===== src/design/touch_probe_defines.vh =====
// constants for the touch probe edge capture unit
// assumes inclusion by bare name from the design files
`ifndef TOUCH_PROBE_DEFINES_VH
`define TOUCH_PROBE_DEFINES_VH

// register indices, byte address is index times four
`define IDX_FUNC_CTL    16'h60B8
`define IDX_STATUS      16'h60B9
`define IDX_P1_RISE_POS 16'h60BA
`define IDX_P1_FALL_POS 16'h60BB
`define IDX_P2_RISE_POS 16'h60BC
`define IDX_P2_FALL_POS 16'h60BD
`define IDX_P1_RISE_CNT 16'h60D5
`define IDX_P1_FALL_CNT 16'h60D6
`define IDX_P2_RISE_CNT 16'h60D7
`define IDX_P2_FALL_CNT 16'h60D8

// bit positions within one channel's byte of control and status
`define CH_STRIDE   8
`define CTL_ENABLE  0
`define CTL_CONT    1
`define CTL_ZSRC    2
`define CTL_RISE_EN 4
`define CTL_FALL_EN 5
`define STS_ENABLED 0
`define STS_RSTORED 1
`define STS_FSTORED 2
`define STS_RTOGGLE 6
`define STS_FTOGGLE 7

// reset values and bus answers
`define FUNC_CTL_RST 16'h0000
// reserved and unused control bits read back as zero
`define CTL_BYTE_MASK 8'h37
`define RESP_OKAY    2'h0
`define RESP_SLVERR  2'h2

`endif


===== src/design/edge_sync.v =====
// two-stage synchroniser with rising and falling edge pulses
// assumes sig_in is asynchronous to clk; pulses last one cycle
`include "touch_probe_defines.vh"

module edge_sync (
  // clock and reset
  input  wire clk,
  input  wire rst,
  // raw input
  input  wire sig_in,
  // edge pulses
  output reg  rise_q,
  output reg  fall_q
);

  reg meta_q;
  reg sync_q;
  reg last_q;

  // only sync_q reads meta_q, so metastability stays in stage one
  always @(posedge clk or posedge rst) begin
    if (rst) begin
      meta_q <= 1'b0;
      sync_q <= 1'b0;
      last_q <= 1'b0;
      rise_q <= 1'b0;
      fall_q <= 1'b0;
    end else begin
      meta_q <= sig_in;
      sync_q <= meta_q;
      last_q <= sync_q;
      rise_q <= sync_q & ~last_q; // one pulse per physical edge
      fall_q <= ~sync_q & last_q;
    end
  end

endmodule // edge_sync


===== src/design/touch_probe_edge_capture.v =====
// touch probe unit: two channels, edge counters, position latches
// assumes an AXI4-Lite master on clk and a drive position on clk
//
// Function
// - four counters, rise and fall per probe
// - counters valid only while channel enabled
// - disabled channel holds both counters at zero
// - counting ignores the edge capture enables
// - continuous: 16-bit counters wrap to zero
// - mode bit: zero single shot, one continuous
// - source bit: zero probe pin, one zero pulse
// - zero pulse source ignores falling edge enable
// - zero pulse captures go to rising register
// - enabled edge latches actual drive position, single shot only the first
// - stored flags sticky until disable or unenable
// - toggle flags flip per edge, cleared unenabled
// - disabling channel clears all its status
`include "touch_probe_defines.vh"

module touch_probe_edge_capture #(
  parameter AW    = 20,
  parameter POS_W = 32,
  parameter CNT_W = 16
) (
  // clock and reset
  input  wire             clk,
  input  wire             rst,
  // probe pins and encoder zero pulse
  input  wire             probe_one_input,
  input  wire             probe_two_input,
  input  wire             zero_pulse,
  // actual drive position
  input  wire [POS_W-1:0] actual_position,
  // axi4-lite write address
  input  wire [AW-1:0]    s_axi_awaddr,
  input  wire [2:0]       s_axi_awprot,
  input  wire             s_axi_awvalid,
  output reg              s_axi_awready,
  // axi4-lite write data
  input  wire [31:0]      s_axi_wdata,
  input  wire [3:0]       s_axi_wstrb,
  input  wire             s_axi_wvalid,
  output reg              s_axi_wready,
  // axi4-lite write response
  output reg  [1:0]       s_axi_bresp,
  output reg              s_axi_bvalid,
  input  wire             s_axi_bready,
  // axi4-lite read address
  input  wire [AW-1:0]    s_axi_araddr,
  input  wire [2:0]       s_axi_arprot,
  input  wire             s_axi_arvalid,
  output reg              s_axi_arready,
  // axi4-lite read data
  output reg  [31:0]      s_axi_rdata,
  output reg  [1:0]       s_axi_rresp,
  output reg              s_axi_rvalid,
  input  wire             s_axi_rready
);

  // address decode shared by read and write paths
  function hit;
    input [AW-1:0] addr;
    input [15:0]   idx;
    begin
      hit = (addr[17:2] == idx);
    end
  endfunction

  function mapped;
    input [AW-1:0] addr;
    begin
      mapped = hit(addr, `IDX_FUNC_CTL)    | hit(addr, `IDX_STATUS)      |
               hit(addr, `IDX_P1_RISE_POS) | hit(addr, `IDX_P1_FALL_POS) |
               hit(addr, `IDX_P2_RISE_POS) | hit(addr, `IDX_P2_FALL_POS) |
               hit(addr, `IDX_P1_RISE_CNT) | hit(addr, `IDX_P1_FALL_CNT) |
               hit(addr, `IDX_P2_RISE_CNT) | hit(addr, `IDX_P2_FALL_CNT);
    end
  endfunction

  reg  [15:0]       ctl_q;
  reg  [AW-1:0]     awaddr_q;
  reg               aw_full_q;
  reg  [31:0]       wdata_q;
  reg  [3:0]        wstrb_q;
  reg               w_full_q;
  reg  [31:0]       rdata_d;
  wire [15:0]       status;
  wire [2:0]        raw_in;
  wire [2:0]        rise_p;
  wire [2:0]        fall_p;

  reg  [CNT_W-1:0]  rcnt_q  [0:1];
  reg  [CNT_W-1:0]  fcnt_q  [0:1];
  reg  [POS_W-1:0]  rpos_q  [0:1];
  reg  [POS_W-1:0]  fpos_q  [0:1];
  reg  [1:0]        rstored_q;
  reg  [1:0]        fstored_q;
  reg  [1:0]        rtgl_q;
  reg  [1:0]        ftgl_q;

  // inputs brought into clk: probe one, probe two, zero pulse
  assign raw_in = {zero_pulse, probe_two_input, probe_one_input};

  genvar g;
  generate
    for (g = 0; g < 3; g = g + 1) begin : g_sync
      edge_sync u_sync (
        .clk    (clk),
        .rst    (rst),
        .sig_in (raw_in[g]),
        .rise_q (rise_p[g]),
        .fall_q (fall_p[g])
      );
    end
  endgenerate

  // per channel capture, flags and counters
  generate
    for (g = 0; g < 2; g = g + 1) begin : g_ch
      wire [7:0] c      = ctl_q[`CH_STRIDE*g +: 8];
      wire       en     = c[`CTL_ENABLE];
      wire       zsrc   = c[`CTL_ZSRC];
      wire       ren    = c[`CTL_RISE_EN];
      wire       fen    = c[`CTL_FALL_EN] & ~zsrc;
      wire       t_rise = zsrc ? rise_p[2] : rise_p[g];
      wire       t_fall = zsrc ? 1'b0 : fall_p[g];
      // toggles follow every enabled trigger edge, captured or not
      wire       r_edge = en & ren & t_rise;
      wire       f_edge = en & fen & t_fall;
      // single shot allows only the first event of either edge
      wire       armed  = c[`CTL_CONT] | ~(rstored_q[g] | fstored_q[g]);
      wire       rcap   = en & ren & t_rise & armed;
      wire       fcap   = en & fen & t_fall & armed;

      assign status[`CH_STRIDE*g +: 8] = {ftgl_q[g], rtgl_q[g], 3'h0, fstored_q[g],
                                          rstored_q[g], en};

      // position latches keep their last value across disable
      always @(posedge clk or posedge rst) begin
        if (rst) begin
          rpos_q[g] <= {POS_W{1'b0}};
          fpos_q[g] <= {POS_W{1'b0}};
        end else begin
          if (rcap)
            rpos_q[g] <= actual_position;
          if (fcap)
            fpos_q[g] <= actual_position;
        end
      end

      // set wins over clear for stored flags; a low edge enable clears the toggle flags
      always @(posedge clk or posedge rst) begin
        if (rst) begin
          rcnt_q[g]    <= {CNT_W{1'b0}};
          fcnt_q[g]    <= {CNT_W{1'b0}};
          rstored_q[g] <= 1'b0;
          fstored_q[g] <= 1'b0;
          rtgl_q[g]    <= 1'b0;
          ftgl_q[g]    <= 1'b0;
        end else if (!en) begin
          rcnt_q[g]    <= {CNT_W{1'b0}};
          fcnt_q[g]    <= {CNT_W{1'b0}};
          rstored_q[g] <= 1'b0;
          fstored_q[g] <= 1'b0;
          rtgl_q[g]    <= 1'b0;
          ftgl_q[g]    <= 1'b0;
        end else begin
          // pin edges counted regardless of edge enables, wrap free
          if (rise_p[g])
            rcnt_q[g] <= rcnt_q[g] + 1'b1;
          if (fall_p[g])
            fcnt_q[g] <= fcnt_q[g] + 1'b1;
          rstored_q[g] <= rcap | (rstored_q[g] & ren);
          fstored_q[g] <= fcap | (fstored_q[g] & fen);
          rtgl_q[g]    <= ren & (rtgl_q[g] ^ r_edge);
          ftgl_q[g]    <= fen & (ftgl_q[g] ^ f_edge);
        end
      end
    end
  endgenerate

  // write channel: address and data taken in either order
  always @(posedge clk or posedge rst) begin
    if (rst) begin
      s_axi_awready <= 1'b1;
      s_axi_wready  <= 1'b1;
      s_axi_bvalid  <= 1'b0;
      s_axi_bresp   <= `RESP_OKAY;
      aw_full_q     <= 1'b0;
      w_full_q      <= 1'b0;
      awaddr_q      <= {AW{1'b0}};
      wdata_q       <= 32'h00000000;
      wstrb_q       <= 4'h0;
      ctl_q         <= `FUNC_CTL_RST;
    end else begin
      if (s_axi_awvalid && s_axi_awready) begin
        awaddr_q      <= s_axi_awaddr;
        aw_full_q     <= 1'b1;
        s_axi_awready <= 1'b0;
      end
      if (s_axi_wvalid && s_axi_wready) begin
        wdata_q      <= s_axi_wdata;
        wstrb_q      <= s_axi_wstrb;
        w_full_q     <= 1'b1;
        s_axi_wready <= 1'b0;
      end
      if (aw_full_q && w_full_q && !s_axi_bvalid) begin
        aw_full_q    <= 1'b0;
        w_full_q     <= 1'b0;
        s_axi_bvalid <= 1'b1;
        s_axi_bresp  <= mapped(awaddr_q) ? `RESP_OKAY : `RESP_SLVERR;
        // only the function word is writable; others ignore writes
        if (hit(awaddr_q, `IDX_FUNC_CTL)) begin
          if (wstrb_q[0])
            ctl_q[7:0] <= wdata_q[7:0] & `CTL_BYTE_MASK;
          if (wstrb_q[1])
            ctl_q[15:8] <= wdata_q[15:8] & `CTL_BYTE_MASK;
        end
      end
      if (s_axi_bvalid && s_axi_bready) begin
        s_axi_bvalid  <= 1'b0;
        s_axi_awready <= 1'b1;
        s_axi_wready  <= 1'b1;
      end
    end
  end

  // read data selection
  always @* begin
    rdata_d = 32'h00000000;
    if (hit(s_axi_araddr, `IDX_FUNC_CTL))
      rdata_d = {16'h0000, ctl_q};
    else if (hit(s_axi_araddr, `IDX_STATUS))
      rdata_d = {16'h0000, status};
    else if (hit(s_axi_araddr, `IDX_P1_RISE_POS))
      rdata_d = rpos_q[0];
    else if (hit(s_axi_araddr, `IDX_P1_FALL_POS))
      rdata_d = fpos_q[0];
    else if (hit(s_axi_araddr, `IDX_P2_RISE_POS))
      rdata_d = rpos_q[1];
    else if (hit(s_axi_araddr, `IDX_P2_FALL_POS))
      rdata_d = fpos_q[1];
    else if (hit(s_axi_araddr, `IDX_P1_RISE_CNT))
      rdata_d = {16'h0000, rcnt_q[0]};
    else if (hit(s_axi_araddr, `IDX_P1_FALL_CNT))
      rdata_d = {16'h0000, fcnt_q[0]};
    else if (hit(s_axi_araddr, `IDX_P2_RISE_CNT))
      rdata_d = {16'h0000, rcnt_q[1]};
    else if (hit(s_axi_araddr, `IDX_P2_FALL_CNT))
      rdata_d = {16'h0000, fcnt_q[1]};
  end

  // read channel: one read in flight, answer the cycle after address
  always @(posedge clk or posedge rst) begin
    if (rst) begin
      s_axi_arready <= 1'b1;
      s_axi_rvalid  <= 1'b0;
      s_axi_rdata   <= 32'h00000000;
      s_axi_rresp   <= `RESP_OKAY;
    end else begin
      if (s_axi_arvalid && s_axi_arready) begin
        s_axi_arready <= 1'b0;
        s_axi_rvalid  <= 1'b1;
        s_axi_rdata   <= rdata_d;
        s_axi_rresp   <= mapped(s_axi_araddr) ? `RESP_OKAY : `RESP_SLVERR;
      end else if (s_axi_rvalid && s_axi_rready) begin
        s_axi_rvalid  <= 1'b0;
        s_axi_arready <= 1'b1;
      end
    end
  end

endmodule // touch_probe_edge_capture


===== config.mk =====
export PLATFORM = sky130hd
export DESIGN_NAME = touch_probe_edge_capture
export DESIGN_NICKNAME = d
export VERILOG_FILES = /design/src/design/edge_sync.v /design/src/design/touch_probe_edge_capture.v
export VERILOG_INCLUDE_DIRS = /design/src /design/src/design
export SDC_FILE = /design/constraint.sdc
export NUM_CORES = 1
export LEC_CHECK = 0
export CAP_MARGIN = 20
export CELL_PAD_IN_SITES_DETAIL_PLACEMENT = 1
export CELL_PAD_IN_SITES_GLOBAL_PLACEMENT = 2
export CORE_UTILIZATION = 44
export CTS_BUF_LIST = sky130_fd_sc_hd__clkbuf_8
export CTS_CLUSTER_SIZE = 14
export DETAILED_ROUTE_END_ITERATION = 10
export DONT_BUFFER_PORTS = 1
export HOLD_SLACK_MARGIN = 0.06
export PLACE_DENSITY_LB_ADDON = 0.1
export SLEW_MARGIN = 20
export SYNTH_ARGS = -nofsm -noshare
export SYNTH_HDL_FRONTEND = slang
export SYNTH_SLANG_ARGS = --single-unit

===== constraint.sdc =====
create_clock -name clk -period 10.1 [get_ports clk]
set_input_delay 0 -clock clk [delete_from_list [all_inputs] [get_ports clk]]
set_output_delay 0 -clock clk [all_outputs]
set_load 0.01 [all_outputs]

==> metrics list <==
- Outcome: completed
- The multi-input combinational cells in the finished layout cover a total of 0.006006 sq mm.
- Worst IR Drop VDD: 137.8 uV
- WP data required: 10.55 ns
- Maximum number of pins on one net before global-route repair: 113
* Placeable core area: 0.03059 sq mm
- The die is 178.5 um wide.
* Simple-gate portion of the synthesized area: 0.1454
- Critical Path End: s_axi_rdata[8]
* Critical Path Most Common Cell: sky130_fd_sc_hd__dlygate4sd3_1
* Placed wire-length estimate: roughly 25 mm
- CP Capture Type: flop
- Vias after detailed routing: 9925
- Summed over all nets, the switching power comes to 0.6968 mW.
* Number of input and output port buffers inserted: 0
* Die outline area: 0.03187 sq mm
- After synthesis, the share of flip-flops with an asynchronous set or reset is 1.000.
- The first global-routing pass estimated 62.74 mm of wire.
* Combinational group share of total power: 0.089
- Total track usage: 0.2597
- Max-cap violations in this run came to 0.
- Unrepaired setup endpoints after global routing: false
- In this run the critical register-to-register path is launched from s_axi_arready.
* Total power consumption of the routed design: 2.701 mW
- Counting both buffers and inverters, the worst setup path holds a total of 4.
- Total stage count of the critical path: 9
- From synthesis to final layout, the design area changed by 16.88%.
- Row generation in the floorplan step produced 64 rows.
- Synth Flop Type: sky130_fd_sc_hd__dfrtp_1
- Dividing the detail-routed via count by the number of cells gives roughly 5.7.
* Worst path top cell family by delay: buffers and inverters
- The net count of the finished layout is between 1000 and 1500.
* Clock network fraction of design power: 0.411
- Post-cts resize count: 0
- The tree built by TritonCTS fans out to 293 sinks.
- Counting every instance in the synthesized netlist gives 1200.
- Measured against the total synthesized area, the mux share comes to 0.1393.
* Power per standard cell area: 168.6 mW/mm^2
* Internal power component: 2.004 mW
- Of the total power, the share spent switching nets is 0.2580.
- The filler cells instantiated in the layout total around 3200.
- Counting I/O delays and the setup requirement, the final critical path takes roughly 3.7 ns.
- Of the synthesized area, sequential elements account for 0.5351.
* Arithmetic-cell share of the synthesized area counting full adders, half adders and majority gates: 0.003651
* Share of cells above drive strength 1: 0.2087
- The number of different library cells used by synthesis comes to 74.
- The signal on the critical path passes through dlygate4sd3_1, or4bb_1, nor4_1, nand3_1, dlygate4sd3_1, o221ai_1, dlygate4sd3_1, a31oi_1, dlygate4sd3_1.
- The clock reaches the later pin of the worst-skew pair after 0.59 ns.
* Critical Path AT: 4.14 ns
* Critical path origin: s_axi_araddr[4]
* Worst clock skew: 0.02521 ns
- The H-tree was split into 2 levels.
- Final global-route overflow total: 0
* Final estimated routing congestion in global placement: 0.8302
- Final hold analysis gives a worst-case slack of 0.07644 ns.
- Largest cells by area after synthesis: sky130_fd_sc_hd__dfrtp_1 (53%), sky130_fd_sc_hd__mux2_2 (13%), sky130_fd_sc_hd__nand2_1 (2.8%)
* Xor/xnor cell area share of the yosys netlist: 0.03322
- Starting utilization of the core area: 0.4482
- Reg clk slew, reported paths: 0.06 ns
- Type of the worst setup path: in2reg
- Of the available clock period, the critical path in the final layout requires 0.3657.
* Initial antenna violation count: 2
- Clock tree from TritonCTS: yes
- Iteration count of the initial detailed-routing pass: 5
- In this run the static leakage power is between 7 and 8 nW.
- Along the worst path, the maximum fanout reaches 6.
- Final setup violation count: 0
* Routed wire per std cell: 23.10 um
- Routed Antenna Nets: 0
- The max-slew violation count is 0.
- In the final layout, flip-flops and latches occupy ~0.0073 sq mm.
- The library cell used most frequently in the layout, excluding fill and tap cells, is sky130_fd_sc_hd__dfrtp_1.
- Sum of negative setup slack: 0 ns
- Measured against its own limit, the worst slew margin works out to 0.2512.
* Kind of start point of the critical path: input port
- The endpoint identified for the worst register-to-register timing path is s_axi_rdata[8].
- Slew at the pin closest to its max-slew limit: about 1.1 ns
- Number of top-level design ports: 165
- In the layout the commonest cells are sky130_fd_sc_hd__dfrtp_1 (289), sky130_fd_sc_hd__mux2_2 (158), sky130_fd_sc_hd__nand2_1 (102).
* Most area-hungry cell type in the Yosys netlist: sky130_fd_sc_hd__dfrtp_1
- Based on the critical path, the design can be clocked at up to 0.2708 GHz.
* Mapped Area: about 0.014 sq mm
- Synth Area per Inst: around 11 sq um
* Synthesized-area fraction occupied by ao, oa, aoi and oai cells: 0.1149
- Number of enable flip-flop cells after synthesis: 0
- Of the total power, registers draw 0.500.
- Counting cells, the worst reg-to-reg path comes to 5.
* Dominant combinational cell family by area after synthesis: simple AND/OR/NAND/NOR gates
- Counting along the longest clock path gives a buffer depth of 3.
- For this block, the routed nets add up to 39.94 mm of wire.
- Area fraction of the dominant cell type after synthesis: 0.5293
- Detailed Route Iter0 Violations: 521
* Die Height: 178.5 um
- Critical path's largest stage delay: approximately 0.7 ns
- Final Non-Filler Cells: 1729
- The Yosys step of the flow raised 0 warnings.
* Hold Path Class: in2reg
- Clock Root Buffer: sky130_fd_sc_hd__clkbuf_8
- Across all register-to-register paths, the minimum setup slack is just over 7 ns.
- The final number of hold-violating endpoints was 0.
- After synthesis the netlist holds a flip-flop and latch count of 293.
- For this run, design rule violations remaining after detail routing come to 0.
- Slowest cell on the critical path: sky130_fd_sc_hd__dlygate4sd3_1
* CTS Buf Count: between 50 and 60
* Vias in the first global route: approximately 11000
- Placed insts: about 1500
power groups by stage:
stage                     Combinational [mW]  Sequential [mW]  Clock [mW]
after floorplan                        0.159             1.34           0
after global placement                 0.178             1.36           0
after detailed placement               0.184             1.37           0
after CTS                              0.236             1.35        1.14
after global routing                   0.264             1.37        1.19
final                                  0.239             1.35        1.11
cells in the mapped netlist, types with 8 or more instances:
master and number:
sky130_fd_sc_hd__nor2_1 47, sky130_fd_sc_hd__nand2b_1 26, sky130_fd_sc_hd__nor3_1 11, sky130_fd_sc_hd__nand2_1 103
sky130_fd_sc_hd__dfrtp_1 290, sky130_fd_sc_hd__a222oi_1 12, sky130_fd_sc_hd__mux2_2 158, sky130_fd_sc_hd__nor2b_1 16
sky130_fd_sc_hd__o31ai_1 19, sky130_fd_sc_hd__a21boi_0 13, sky130_fd_sc_hd__inv_1 24, sky130_fd_sc_hd__xor2_1 18
sky130_fd_sc_hd__buf_1 9, sky130_fd_sc_hd__a21oi_1 30, sky130_fd_sc_hd__mux2i_1 13, sky130_fd_sc_hd__xnor2_1 34
sky130_fd_sc_hd__o21ai_0 62, sky130_fd_sc_hd__clkbuf_1 45, sky130_fd_sc_hd__nand4_1 19, sky130_fd_sc_hd__and2_1 53
sky130_fd_sc_hd__nand3_1 26, sky130_fd_sc_hd__a22oi_1 8, sky130_fd_sc_hd__or3_1 16
repair_timing:
action / in CTS / in global routing
hold buffers: 91 / 0
hold endpoints to repair: 308 / 0
setup buffers: 0 / 0
area by class of cell:
class	instances	area share
inverter	24	0.006091
sequential	293	0.4579
antenna	1	0.0001562
clock buffer	66	0.05669
clock inverter	28	0.009839
multi-input combinational	817	0.3748
timing repair buffer	104	0.06356
tap	396	0.03092
layer usage:
layer | GRT usage | part of all wire
met2 | 0.4138 | 0.47
met1 | 0.3579 | 0.45
met4 | 0.06780 | 0.020
met5 | 0 | 0.00033
met3 | 0.05563 | 0.056
cells by family after synthesis:
family / Yosys count
simple gates: 362
flops: 293
compound gates: 226
mux: 171
buf+inv: 91
xor+xnor: 52
fa+ha+maj: 4
other cells: 1
per-stage QoR:
| stage | util | instance area (sq um) | worst slack [ns] |
|---|---|---|---|
| floorplan | - | 13710 | 2.014 |
| global placement | 0.4587 | 14030 | 7.261 |
| detailed placement | 0.4587 | 14030 | 7.182 |
| CTS | 0.5236 | 16020 | 6.505 |
| global route | 0.5238 | 16020 | 6.194 |
| finish | 0.5238 | 16020 | 6.407 |
registers in the layout (all words and copies together) (netlist names), 2 cells and up:
name and cells:
ctl_q 10, g_sync.u_sync.sync_q 3, awaddr_q 16, wstrb_q 2
rcnt_q 32, g_sync.u_sync.last_q 3, g_sync.u_sync.fall_q 2, s_axi_rdata 32
rpos_q 64, rtgl_q 2, ftgl_q 2, fcnt_q 32
g_sync.u_sync.meta_q 3, rstored_q 2, wdata_q 10, fpos_q 64
g_sync.u_sync.rise_q 3, fstored_q 2
worst reg2reg max path, cell delays in order (launching register included):
cell and delay [ns]:
sky130_fd_sc_hd__dfstp_2 0.59, sky130_fd_sc_hd__nand2_2 0.06, sky130_fd_sc_hd__buf_4 0.32, sky130_fd_sc_hd__a21oi_1 0.92, sky130_fd_sc_hd__a31oi_1 0.20, sky130_fd_sc_hd__dlygate4sd3_1 0.64
worst min path at each step:
stage,slack (ns),start,endpoint,cells after the start
global route,0.08,s_axi_araddr[3],s_axi_rdata[15],4
finish,0.08,s_axi_araddr[3],s_axi_rdata[15],4
detailed placement,0.03,probe_two_input,g_sync[1].u_sync.meta_q,0
floorplan,0.03,probe_one_input,g_sync[0].u_sync.meta_q,0
CTS,0.06,s_axi_araddr[15],s_axi_rdata[14],5
global placement,0.03,probe_one_input,g_sync[0].u_sync.meta_q,0
(Power assumes the default switching activity.)
